$ cat config.mk
export PLATFORM = sky130hd
export DESIGN_NAME = pphy_bank
export DESIGN_NICKNAME = d
export VERILOG_FILES = /design/src/hw/pphy_pkg.sv /design/src/hw/pphy_stat_if.sv /design/src/hw/pphy_status_track.sv /design/src/hw/pphy_an_restart.sv /design/src/hw/pphy_bank.sv
export VERILOG_INCLUDE_DIRS = /design/src /design/src/hw
export SDC_FILE = /design/constraint.sdc
export NUM_CORES = 1
export LEC_CHECK = 0
export ABC_AREA = 1
export BUFFER_PORTS_ARGS = -buffer_cell sky130_fd_sc_hd__buf_4
export CAP_MARGIN = 20
export CORE_MARGIN = 2
export CORE_UTILIZATION = 54
export DETAILED_ROUTE_END_ITERATION = 6
export PLACE_DENSITY = 0.85
export SLEW_MARGIN = 20
export SYNTH_ARGS = -nofsm -noshare
export SYNTH_HDL_FRONTEND = slang
export SYNTH_SLANG_ARGS = --single-unit
$ cat constraint.sdc
create_clock -name pclk -period 3.75 [get_ports pclk]
set_input_delay 0.75 -clock pclk [delete_from_list [all_inputs] [get_ports pclk]]
set_output_delay 0.75 -clock pclk [all_outputs]
set_load 0.005 [all_outputs]
$ cat src/hw/pphy_defines.svh
// Offsets, field positions, reset values and timing counts of the PHY bank
`ifndef PPHY_DEFINES_SVH
`define PPHY_DEFINES_SVH
// ----------------------------------------------------------------------
// Register indices (byte address is four times the index)
// ----------------------------------------------------------------------
`define PPHY_IDX_CTRL 8'h00
`define PPHY_IDX_STAT 8'h02
`define PPHY_IDX_IDLO 8'h04
`define PPHY_IDX_ACTL 8'h10
`define PPHY_IDX_AST 8'h11
`define PPHY_IDX_ISTAT 8'h12
`define PPHY_IDX_IMASK 8'h13
// ----------------------------------------------------------------------
// Basic control fields
// ----------------------------------------------------------------------
`define PPHY_C_LOOP 14
`define PPHY_C_SPD 13
`define PPHY_C_ANEN 12
`define PPHY_C_PD 11
`define PPHY_C_RST_AN 9
`define PPHY_C_DPX 8
`define PPHY_C_ALTX 5
`define PPHY_C_FMDIX 4
`define PPHY_C_DMDIX 3
`define PPHY_C_RSVD 2
`define PPHY_C_TXD 1
`define PPHY_C_LEDD 0
`define PPHY_CTRL_RST 16'h1020
`define PPHY_CTRL_WMASK 16'h793f
// ----------------------------------------------------------------------
// Basic status fields
// ----------------------------------------------------------------------
`define PPHY_STAT_CONST 16'h7808
`define PPHY_S_ANDONE 5
`define PPHY_S_LINK 2
// ----------------------------------------------------------------------
// Alias control (x10) and alias status (x11) fields
// ----------------------------------------------------------------------
`define PPHY_A_LEDD 15
`define PPHY_A_TXD 14
`define PPHY_A_RST_AN 13
`define PPHY_A_RSVD 12
`define PPHY_A_PD 11
`define PPHY_A_DMDIX 10
`define PPHY_A_FMDIX 9
`define PPHY_A_LOOP 8
`define PPHY_A_ANEN 7
`define PPHY_A_SPD 6
`define PPHY_A_DPX 5
`define PPHY_A_ALTX 15
`define PPHY_A_ANDONE 6
`define PPHY_A_LINK 5
// ----------------------------------------------------------------------
// Interrupt bits and timing
// ----------------------------------------------------------------------
`define PPHY_EVT_LINK 0
`define PPHY_EVT_AN 1
`define PPHY_EVT_W 2
`define PPHY_CLK_NS 8
`define PPHY_RESTART_NS 80
`define PPHY_RESTART_CYC \
   ((`PPHY_RESTART_NS + `PPHY_CLK_NS - 1) / `PPHY_CLK_NS)
`endif

$ cat src/hw/pphy_pkg.sv
// Types shared by the PHY register bank modules
package pphy_pkg;
   // Restart sequencer states, Gray coded along idle-pulse-settle
   typedef enum logic [1:0] {
      an_idle = 2'b00,
      an_pulse = 2'b01,
      an_settle = 2'b11
   } pphy_an_state_t;
   typedef logic [15:0] pphy_word_t;
endpackage : pphy_pkg

$ cat src/hw/pphy_stat_if.sv
// Line state and event pulses from the status tracker to the bank
`timescale 1ns/100ps
interface pphy_stat_if;
   logic link_up;
   logic an_done;
   logic evt_link;
   logic evt_an;
   modport src (output link_up, output an_done, output evt_link,
      output evt_an);
   modport dst (input link_up, input an_done, input evt_link,
      input evt_an);
endinterface : pphy_stat_if

$ cat src/hw/pphy_status_track.sv
// Registers the PHY line state and flags link changes and negotiation completion
`timescale 1ns/100ps
module pphy_status_track (
   // Clock and reset
   input wire logic pclk,
   input wire logic presetn,
   // PHY line state
   input wire logic link_up_in,
   input wire logic an_complete_in,
   // Toward the bank
   pphy_stat_if.src st
);
   logic link_reg, link_next, an_reg, an_next;
   logic evl_reg, evl_next, eva_reg, eva_next;

   // Next state and change detection
   always_comb begin
      link_next = link_up_in;
      an_next = an_complete_in;
      evl_next = link_up_in != link_reg;
      eva_next = an_complete_in && !an_reg;
   end

   // State registers
   always_ff @(posedge pclk or negedge presetn) begin
      if (!presetn) begin
         link_reg <= 1'b0;
         an_reg <= 1'b0;
         evl_reg <= 1'b0;
         eva_reg <= 1'b0;
      end else begin
         link_reg <= link_next;
         an_reg <= an_next;
         evl_reg <= evl_next;
         eva_reg <= eva_next;
      end
   end

   assign st.link_up = link_reg;
   assign st.an_done = an_reg;
   assign st.evt_link = evl_reg;
   assign st.evt_an = eva_reg;
endmodule : pphy_status_track

$ cat src/hw/pphy_an_restart.sv
// Self-clearing auto-negotiation restart sequencer
`timescale 1ns/100ps
`include "pphy_defines.svh"
module pphy_an_restart #(
   parameter int HOLD = `PPHY_RESTART_CYC
) (
   // Clock and reset
   input wire logic pclk,
   input wire logic presetn,
   // Request and state
   input wire logic start,
   output logic busy,
   output logic restart_out
);
   pphy_pkg::pphy_an_state_t st_reg, st_next;
   logic [7:0] cnt_reg, cnt_next;

   generate
      if (HOLD < 1 || HOLD > 255) begin : g_bad
         $error("pphy_an_restart: HOLD must be 1 to 255");
      end
   endgenerate

   // Pulse for HOLD cycles, settle one cycle, then accept again
   always_comb begin
      st_next = st_reg;
      cnt_next = cnt_reg;
      case (st_reg)
         pphy_pkg::an_idle: begin
            if (start) begin
               st_next = pphy_pkg::an_pulse;
               cnt_next = 8'(HOLD - 1);
            end
         end
         pphy_pkg::an_pulse: begin
            if (cnt_reg == 8'h00) begin
               st_next = pphy_pkg::an_settle;
            end else begin
               cnt_next = cnt_reg - 8'h01;
            end
         end
         default: begin
            st_next = pphy_pkg::an_idle;
         end
      endcase
   end

   // State registers
   always_ff @(posedge pclk or negedge presetn) begin
      if (!presetn) begin
         st_reg <= pphy_pkg::an_idle;
         cnt_reg <= 8'h00;
      end else begin
         st_reg <= st_next;
         cnt_reg <= cnt_next;
      end
   end

   assign busy = st_reg != pphy_pkg::an_idle;
   assign restart_out = st_reg == pphy_pkg::an_pulse;
endmodule : pphy_an_restart

$ cat src/hw/pphy_bank.sv
// Port 2 PHY basic control, status and identifier registers on APB
//
// Operation
// - Control bit 14 loops receive pair back out transmit pair; resets 0
// - Bit 13 forces 100 or 10 Mbps, bit 8 full or half duplex
// - Control bit 12 enables auto-negotiation; resets to one
// - Control bit 11 powers the PHY down; resets to zero
// - Writing one to control bit 9 restarts auto-negotiation
// - Control bit 5 picks the alternate crossover algorithm; resets to one
// - Bit 4 forces crossed wiring, bit 3 disables automatic crossover
// - Bit 1 disables transmitter, bit 0 disables the port LEDs
// - Status bits 14 to 11 read one, bit 15 reads zero
// - Status bit 5 reads one once auto-negotiation has completed
// - Status bit 2 reads one while the link is up
// - Status bit 3 reads one, status bit 0 reads zero
// - Identifier low register returns a fixed sixteen-bit constant
`timescale 1ns/100ps
`include "pphy_defines.svh"
module pphy_bank #(
   parameter int ADDR_W = 10,
   parameter logic [15:0] PHY_ID_LOW = 16'h5a5a, // Value is arbitrary
   parameter int RESTART_HOLD = `PPHY_RESTART_CYC
) (
   // Clock and reset
   input wire logic pclk,
   input wire logic presetn,
   // APB slave
   input wire logic psel,
   input wire logic penable,
   input wire logic pwrite,
   input wire logic [ADDR_W-1:0] paddr,
   input wire logic [31:0] pwdata,
   output logic [31:0] prdata,
   output logic pready,
   output logic pslverr,
   // PHY line state
   input wire logic link_up_in,
   input wire logic an_complete_in,
   // PHY controls
   output logic loopback_en,
   output logic force_speed_100,
   output logic force_full_duplex,
   output logic an_enable,
   output logic power_down,
   output logic an_restart,
   output logic alt_crossover_algorithm_select,
   output logic force_mdix,
   output logic auto_mdix_disable,
   output logic transmit_disable,
   output logic led_disable,
   // Interrupt
   output logic irq
);
   // ----------------------------------------------------------------------
   // Declarations
   // ----------------------------------------------------------------------
   pphy_stat_if st ();
   pphy_pkg::pphy_word_t ctrl_reg, ctrl_next;
   pphy_pkg::pphy_word_t ctrl_rd, stat_rd, actl_rd, ast_rd;
   logic [`PPHY_EVT_W-1:0] istat_reg, istat_next;
   logic [`PPHY_EVT_W-1:0] imask_reg, imask_next, evt_vec;
   logic [31:0] prdata_reg, prdata_next, rd_word;
   logic hit_ctrl, hit_stat, hit_idlo, hit_actl, hit_ast;
   logic hit_istat, hit_imask, hit_any;
   logic wr, rd_setup, restart_req, restart_busy;
   logic [7:0] idx;

   generate
      if (ADDR_W < 10 || ADDR_W > 32) begin : g_bad_addr
         $error("pphy_bank: ADDR_W must be 10 to 32");
      end
   endgenerate

   // ----------------------------------------------------------------------
   // Submodules
   // ----------------------------------------------------------------------
   pphy_status_track u_track (
      .pclk(pclk),
      .presetn(presetn),
      .link_up_in(link_up_in),
      .an_complete_in(an_complete_in),
      .st(st.src)
   );

   pphy_an_restart #(.HOLD(RESTART_HOLD)) u_restart (
      .pclk(pclk),
      .presetn(presetn),
      .start(restart_req),
      .busy(restart_busy),
      .restart_out(an_restart)
   );

   // ----------------------------------------------------------------------
   // Address decode
   // ----------------------------------------------------------------------
   assign idx = paddr[9:2];
   assign wr = psel && penable && pwrite;
   assign rd_setup = psel && !penable && !pwrite;

   // Word-aligned hit on one register, else no hit
   always_comb begin
      hit_ctrl = 1'b0;
      hit_stat = 1'b0;
      hit_idlo = 1'b0;
      hit_actl = 1'b0;
      hit_ast = 1'b0;
      hit_istat = 1'b0;
      hit_imask = 1'b0;
      if (paddr[1:0] != 2'b00 || (ADDR_W > 10 && paddr >> 10 != 0)) begin
         hit_ctrl = 1'b0;
      end else if (idx == `PPHY_IDX_CTRL) begin
         hit_ctrl = 1'b1;
      end else if (idx == `PPHY_IDX_STAT) begin
         hit_stat = 1'b1;
      end else if (idx == `PPHY_IDX_IDLO) begin
         hit_idlo = 1'b1;
      end else if (idx == `PPHY_IDX_ACTL) begin
         hit_actl = 1'b1;
      end else if (idx == `PPHY_IDX_AST) begin
         hit_ast = 1'b1;
      end else if (idx == `PPHY_IDX_ISTAT) begin
         hit_istat = 1'b1;
      end else if (idx == `PPHY_IDX_IMASK) begin
         hit_imask = 1'b1;
      end
   end
   assign hit_any = hit_ctrl | hit_stat | hit_idlo | hit_actl | hit_ast
      | hit_istat | hit_imask;

   // ----------------------------------------------------------------------
   // Read views; both locations of an aliased bit show one flop
   // ----------------------------------------------------------------------
   always_comb begin
      ctrl_rd = ctrl_reg & `PPHY_CTRL_WMASK;
      ctrl_rd[`PPHY_C_RST_AN] = restart_busy;
      stat_rd = `PPHY_STAT_CONST;
      stat_rd[`PPHY_S_ANDONE] = st.an_done;
      stat_rd[`PPHY_S_LINK] = st.link_up;
      actl_rd = 16'h0000;
      actl_rd[`PPHY_A_LEDD] = ctrl_reg[`PPHY_C_LEDD];
      actl_rd[`PPHY_A_TXD] = ctrl_reg[`PPHY_C_TXD];
      actl_rd[`PPHY_A_RST_AN] = restart_busy;
      actl_rd[`PPHY_A_RSVD] = ctrl_reg[`PPHY_C_RSVD];
      actl_rd[`PPHY_A_PD] = ctrl_reg[`PPHY_C_PD];
      actl_rd[`PPHY_A_DMDIX] = ctrl_reg[`PPHY_C_DMDIX];
      actl_rd[`PPHY_A_FMDIX] = ctrl_reg[`PPHY_C_FMDIX];
      actl_rd[`PPHY_A_LOOP] = ctrl_reg[`PPHY_C_LOOP];
      actl_rd[`PPHY_A_ANEN] = ctrl_reg[`PPHY_C_ANEN];
      actl_rd[`PPHY_A_SPD] = ctrl_reg[`PPHY_C_SPD];
      actl_rd[`PPHY_A_DPX] = ctrl_reg[`PPHY_C_DPX];
      ast_rd = 16'h0000;
      ast_rd[`PPHY_A_ALTX] = ctrl_reg[`PPHY_C_ALTX];
      ast_rd[`PPHY_A_ANDONE] = st.an_done;
      ast_rd[`PPHY_A_LINK] = st.link_up;
   end

   // Read mux, sampled in the setup cycle
   always_comb begin
      rd_word = 32'h0000_0000;
      if (hit_ctrl) begin
         rd_word = {16'h0000, ctrl_rd};
      end else if (hit_stat) begin
         rd_word = {16'h0000, stat_rd};
      end else if (hit_idlo) begin
         rd_word = {16'h0000, PHY_ID_LOW};
      end else if (hit_actl) begin
         rd_word = {16'h0000, actl_rd};
      end else if (hit_ast) begin
         rd_word = {16'h0000, ast_rd};
      end else if (hit_istat) begin
         rd_word = {30'h0, istat_reg};
      end else if (hit_imask) begin
         rd_word = {30'h0, imask_reg};
      end
   end

   // ----------------------------------------------------------------------
   // Control state, shared by the basic and alias locations
   // ----------------------------------------------------------------------
   always_comb begin
      ctrl_next = ctrl_reg;
      restart_req = 1'b0;
      if (wr && hit_ctrl) begin
         ctrl_next = pwdata[15:0] & `PPHY_CTRL_WMASK;
         restart_req = pwdata[`PPHY_C_RST_AN];
      end else if (wr && hit_actl) begin
         ctrl_next[`PPHY_C_LEDD] = pwdata[`PPHY_A_LEDD];
         ctrl_next[`PPHY_C_TXD] = pwdata[`PPHY_A_TXD];
         ctrl_next[`PPHY_C_RSVD] = pwdata[`PPHY_A_RSVD];
         ctrl_next[`PPHY_C_PD] = pwdata[`PPHY_A_PD];
         ctrl_next[`PPHY_C_DMDIX] = pwdata[`PPHY_A_DMDIX];
         ctrl_next[`PPHY_C_FMDIX] = pwdata[`PPHY_A_FMDIX];
         ctrl_next[`PPHY_C_LOOP] = pwdata[`PPHY_A_LOOP];
         ctrl_next[`PPHY_C_ANEN] = pwdata[`PPHY_A_ANEN];
         ctrl_next[`PPHY_C_SPD] = pwdata[`PPHY_A_SPD];
         ctrl_next[`PPHY_C_DPX] = pwdata[`PPHY_A_DPX];
         restart_req = pwdata[`PPHY_A_RST_AN];
      end else if (wr && hit_ast) begin
         ctrl_next[`PPHY_C_ALTX] = pwdata[`PPHY_A_ALTX];
      end
   end

   // Control register
   always_ff @(posedge pclk or negedge presetn) begin
      if (!presetn) begin
         ctrl_reg <= `PPHY_CTRL_RST;
      end else begin
         ctrl_reg <= ctrl_next;
      end
   end

   // Control outputs straight from the flops
   assign loopback_en = ctrl_reg[`PPHY_C_LOOP];
   assign force_speed_100 = ctrl_reg[`PPHY_C_SPD];
   assign force_full_duplex = ctrl_reg[`PPHY_C_DPX];
   assign an_enable = ctrl_reg[`PPHY_C_ANEN];
   assign power_down = ctrl_reg[`PPHY_C_PD];
   assign alt_crossover_algorithm_select = ctrl_reg[`PPHY_C_ALTX];
   assign force_mdix = ctrl_reg[`PPHY_C_FMDIX];
   assign auto_mdix_disable = ctrl_reg[`PPHY_C_DMDIX];
   assign transmit_disable = ctrl_reg[`PPHY_C_TXD];
   assign led_disable = ctrl_reg[`PPHY_C_LEDD];

   // ----------------------------------------------------------------------
   // Interrupts: sticky events, write one to clear, set wins
   // ----------------------------------------------------------------------
   assign evt_vec = {st.evt_an, st.evt_link};

   always_comb begin
      istat_next = istat_reg;
      imask_next = imask_reg;
      if (wr && hit_istat) begin
         istat_next = istat_reg & ~pwdata[`PPHY_EVT_W-1:0];
      end
      if (wr && hit_imask) begin
         imask_next = pwdata[`PPHY_EVT_W-1:0];
      end
      istat_next = istat_next | evt_vec;
   end

   // Interrupt registers
   always_ff @(posedge pclk or negedge presetn) begin
      if (!presetn) begin
         istat_reg <= '0;
         imask_reg <= '0;
      end else begin
         istat_reg <= istat_next;
         imask_reg <= imask_next;
      end
   end

   assign irq = |(istat_reg & imask_reg);

   // ----------------------------------------------------------------------
   // APB answer: no wait states, error on unmapped address
   // ----------------------------------------------------------------------
   always_comb begin
      prdata_next = prdata_reg;
      if (rd_setup) begin
         prdata_next = rd_word;
      end
   end

   // Read data register
   always_ff @(posedge pclk or negedge presetn) begin
      if (!presetn) begin
         prdata_reg <= 32'h0000_0000;
      end else begin
         prdata_reg <= prdata_next;
      end
   end

   assign prdata = prdata_reg;
   assign pready = 1'b1;
   assign pslverr = psel && penable && !hit_any;

   // ----------------------------------------------------------------------
   // Assertions
   // ----------------------------------------------------------------------
   a_loop_follows: assert property (@(posedge pclk)
      disable iff (!presetn)
      (wr && hit_ctrl) |=> loopback_en == $past(pwdata[14]))
      else $error("loopback does not follow control write");

   a_alias_loop: assert property (@(posedge pclk)
      disable iff (!presetn)
      (wr && hit_actl) |=> loopback_en == $past(pwdata[8]))
      else $error("loopback does not follow alias write");

   a_speed_duplex: assert property (@(posedge pclk)
      disable iff (!presetn)
      (wr && hit_actl) |=> force_speed_100 == $past(pwdata[6])
      && force_full_duplex == $past(pwdata[5]))
      else $error("speed or duplex does not follow alias write");

   a_an_enable: assert property (@(posedge pclk)
      disable iff (!presetn)
      (wr && hit_ctrl) |=> an_enable == $past(pwdata[12]))
      else $error("auto-negotiation enable does not follow write");

   a_power_down: assert property (@(posedge pclk)
      disable iff (!presetn)
      (wr && hit_actl) |=> power_down == $past(pwdata[11]))
      else $error("power-down does not follow alias write");

   a_power_ctrl: assert property (@(posedge pclk)
      disable iff (!presetn)
      (wr && hit_ctrl) |=> power_down == $past(pwdata[11]))
      else $error("power-down does not follow control write");

   a_restart_pulse: assert property (@(posedge pclk)
      disable iff (!presetn)
      (wr && hit_ctrl && pwdata[9] && !restart_busy)
      |=> an_restart [*1] ##0 ctrl_rd[9])
      else $error("restart not pulsed after write");

   a_xover_alias: assert property (@(posedge pclk)
      disable iff (!presetn)
      (wr && hit_ast) |=> alt_crossover_algorithm_select
      == $past(pwdata[15]) && ctrl_rd[5] == $past(pwdata[15]))
      else $error("crossover select alias mismatch");

   a_mdix_bits: assert property (@(posedge pclk)
      disable iff (!presetn)
      (wr && hit_ctrl) |=> {force_mdix, auto_mdix_disable}
      == $past(pwdata[4:3]))
      else $error("crossover wiring controls do not follow write");

   a_tx_led: assert property (@(posedge pclk)
      disable iff (!presetn)
      (wr && hit_ctrl) |=> {transmit_disable, led_disable}
      == $past(pwdata[1:0]))
      else $error("transmit or LED disable does not follow write");

   a_caps_read: assert property (@(posedge pclk)
      disable iff (!presetn)
      (rd_setup && hit_stat) |=> prdata[15:11] == 5'h0f
      && prdata[3] && !prdata[0])
      else $error("capability bits read wrong");

   a_andone_read: assert property (@(posedge pclk)
      disable iff (!presetn)
      (rd_setup && hit_stat) |=> prdata[5] == $past(st.an_done))
      else $error("negotiation complete bit read wrong");

   a_link_read: assert property (@(posedge pclk)
      disable iff (!presetn)
      (rd_setup && hit_stat) |=> prdata[2] == $past(st.link_up))
      else $error("link status bit read wrong");

   a_id_read: assert property (@(posedge pclk)
      disable iff (!presetn)
      (rd_setup && hit_idlo) |=> prdata == {16'h0000, PHY_ID_LOW})
      else $error("identifier low read wrong");

   a_ro_zero: assert property (@(posedge pclk)
      disable iff (!presetn)
      (rd_setup && hit_ctrl) |=> prdata[15] == 1'b0 && prdata[10] == 1'b0
      && prdata[7:6] == 2'b00)
      else $error("unsupported control bits read nonzero");
endmodule : pphy_bank

==> impl_metrics.env <==
export IMPL_cts_made_buffers=5
export IMPL_cts_buffer_depth=2
export IMPL_status="complete, no violations"
export IMPL_setup_viol=0
export IMPL_fin_nets=479
export IMPL_cap_violations=0
export IMPL_htree_levels=2
export IMPL_yosys_cell_types_count=36
export IMPL_area_growth_pct=18.7
export IMPL_routed_wl_um=6230
export IMPL_coreArea_mm2=0.00504
export IMPL_dr_first_iter_drc_count=256
export IMPL_hold_violations=0
export IMPL_p_leak_uw=0.00181
export IMPL_peakVddDrop_v=0.000199
export IMPL_slew_headroom_pct=63.3
export IMPL_root_buffer="clkbuf_8"
export IMPL_ys_ff_latch=45
export IMPL_yosys_area_top_type="dfrtp_1"
export IMPL_initial_core_util_pct=55.0
export IMPL_rsz0062_at_grt="false"
export IMPL_ys_async_sr_fraction_pct=100
export IMPL_place_area_mm2=0.00321
export IMPL_ant_nets=0
export IMPL_cp_start_kind="primary input"
export IMPL_drv_slew=0
export IMPL_fin_skew_ps=4.79
export IMPL_finalCritPeriodShare_pct=73.8
export IMPL_synthCells=367
export IMPL_required_ps=3000
export IMPL_via_count=2533
export IMPL_hp_class="primary input to asynchronous set/reset pin"
export IMPL_clkLatencyLatePin_ps=300
export IMPL_power_total_uw=921
export IMPL_dr_pass1_iters=5
export IMPL_post_cts_buffers=0
export IMPL_synth_top_area_share_pct=38.8
export IMPL_numPortBuffers=61
export IMPL_yosysSeqAreaShare_pct=40.7
export IMPL_cts_tree="yes"
export IMPL_synthTopCellsByArea="dfrtp_1, nand2_1, nand3_1"
export IMPL_place_gp_congestion=0.932
export IMPL_dieArea_mm2=0.00572
export IMPL_fp_row_count=26
export IMPL_path_class="primary input to primary output"
export IMPL_min_period_ps=2770
export IMPL_cts_sinks=45
export IMPL_ys_warn_count=0
export IMPL_grtUsageTotal_pct=23.4
export IMPL_worst_slew_pin_slew_ps=550
export IMPL_end_kind="primary output"
export IMPL_cts_clk_slew_worst_paths_ps=80
export IMPL_max_freq_mhz=361
export IMPL_largest_register_ffs=16
export IMPL_path_cells="buf_4 > nor2_4 > nand3_2 > nor2_1 > nand2_2 > nand2_1 > nor2_2 > nand3_1 > nor2_1 > buf_4"
export IMPL_diodes=0
export IMPL_antenna_found_initial=0
export IMPL_grt_pass1_vias=2246
export IMPL_syn_area_mm2=0.00277
export IMPL_fin_area_mm2=0.00329
export IMPL_hpwl_um=4800
export IMPL_cp_slowest_cell="nor2_1"
export IMPL_grt_start_max_net_pins=46
export IMPL_drc_errors=0
export IMPL_cts_hold_buf=0
export IMPL_crit_fanout=5
export IMPL_power_density_mw_per_mm2=280
export IMPL_critical_path_max_stage_delay_ps=270
export IMPL_grt_pass1_wl_um=10100
export IMPL_tns_ps=0
export IMPL_synth_edf_count=0
export IMPL_grt_overflow_total=0
export IMPL_die_y_um=75.6
export IMPL_setup_slack_ps=983
export IMPL_pre_cts_ws_ps=1100
export IMPL_die_w_um=75.6
export IMPL_drive_above_1_share_pct=23.6
export IMPL_postSynthAreaPerCell_um2=7.55
export IMPL_wl_per_cell_um=12.5
export IMPL_synth_ff_type="dfrtp_1"
export IMPL_post_cts_resized=0
export IMPL_cp_arrival_ps=2020
export IMPL_avgViaCountPerCell=5.09
export IMPL_io_pins=95
export IMPL_holdWs_ps=435
## metal layers
layer | GRT usage (%) | up-vias | routed length, um
met2 | 37.2 | 115 | 2890
li1 | - | 1250 | -
met1 | 31.9 | 1156 | 2720
met5 | 0 | - | 0
met3 | 5.42 | 12 | 495
met4 | 7.60 | 0 | 118
## critical path, delay by kind of cell
kind / cells / cell delay (ps)
AND/OR/NAND/NOR: 8 / 1010
buffers and inverters: 2 / 260
## area by class of cell
cell class	count	area [um^2]
timing repair buffer	62	465
inverter	45	169
multi-input combinational	269	1360
clock inverter	1	5.00
clock buffer	6	72.6
sequential	45	1130
fill	469	1750
tap	70	87.6
## final timing paths
check / from / end / slack [ps] / depth (start not counted)
max in group asynchronous: presetn / ctrl_reg[5]$_DFFE_PN1P_ / 2930 / 1
max: paddr[5] / pslverr / 980 / 10
min reg2reg: u_track.st.evt_link$_DFF_PN0_ / istat_reg[0]$_DFF_PN0_ / 440 / 2
min in group pclk: u_track.st.evt_link$_DFF_PN0_ / istat_reg[0]$_DFF_PN0_ / 440 / 2
max reg2reg: u_restart.cnt_reg[0]$_DFFE_PN0P_ / u_restart.cnt_reg[3]$_DFFE_PN0P_ / 2130 / 8
min: presetn / prdata[13]$_DFFE_PN0P_ / 440 / 1
## cell usage in the layout, fill, tap and decap left out, drive strengths merged
cell type,netlist,layout
nand4,5,5
nand2,116,116
dfrtp,43,43
buf,22,62
a22o,1,1
o21a,2,2
clkbuf,1,6
dfstp,2,2
ha,2,2
or3,1,1
o211ai,2,2
clkinv,0,1
inv,45,45
nor2,34,34
a21oi,1,1
conb,2,17
o21ai,37,37
nor3,6,6
o22ai,1,1
xor2,2,2
xnor2,1,1
or2,1,1
nor3b,1,1
nand3,39,39
## logic make-up (layout without fill, tap and decap cells)
logic type               Yosys count  after routing  share of synthesized area (%)
other                              2             17                          0.271
XOR/XNOR                           3              3                          0.948
buffers and inverters             68            114                           12.1
flip-flops                        45             45                           40.7
AO/OA/AOI/OAI                     44             44                           8.62
AND/OR/NAND/NOR                  203            203                           36.4
adder cells (fa/ha/maj)            2              2                          0.903
## report_power, final
group	internal, uW	switching, uW	total, uW
sequential	501	11.4	512
clock	127	152	278
combinational	54.6	76.3	131
## synthesized netlist by cell type, types with 3 or more instances
master	instances
nand2_1	107
dfrtp_1	43
inv_1	42
nand3_1	35
nor2_1	23
buf_4	19
o21ai_0	19
o21ai_1	17
nor2_4	6
nand2_4	5
nand4_1	5
nand2_2	4
nand3_2	4
nor3_1	4
inv_2	3
nor2_2	3
## metrics by stage
stage,util (%),std cells
5_1_grt,65.3,498
3_3_place_gp,63.7,491
4_1_cts,65.3,498
2_1_floorplan,-,382
6_report,65.3,498
3_5_place_dp,63.7,491
Note: power is estimated with default switching activity, not from simulation.
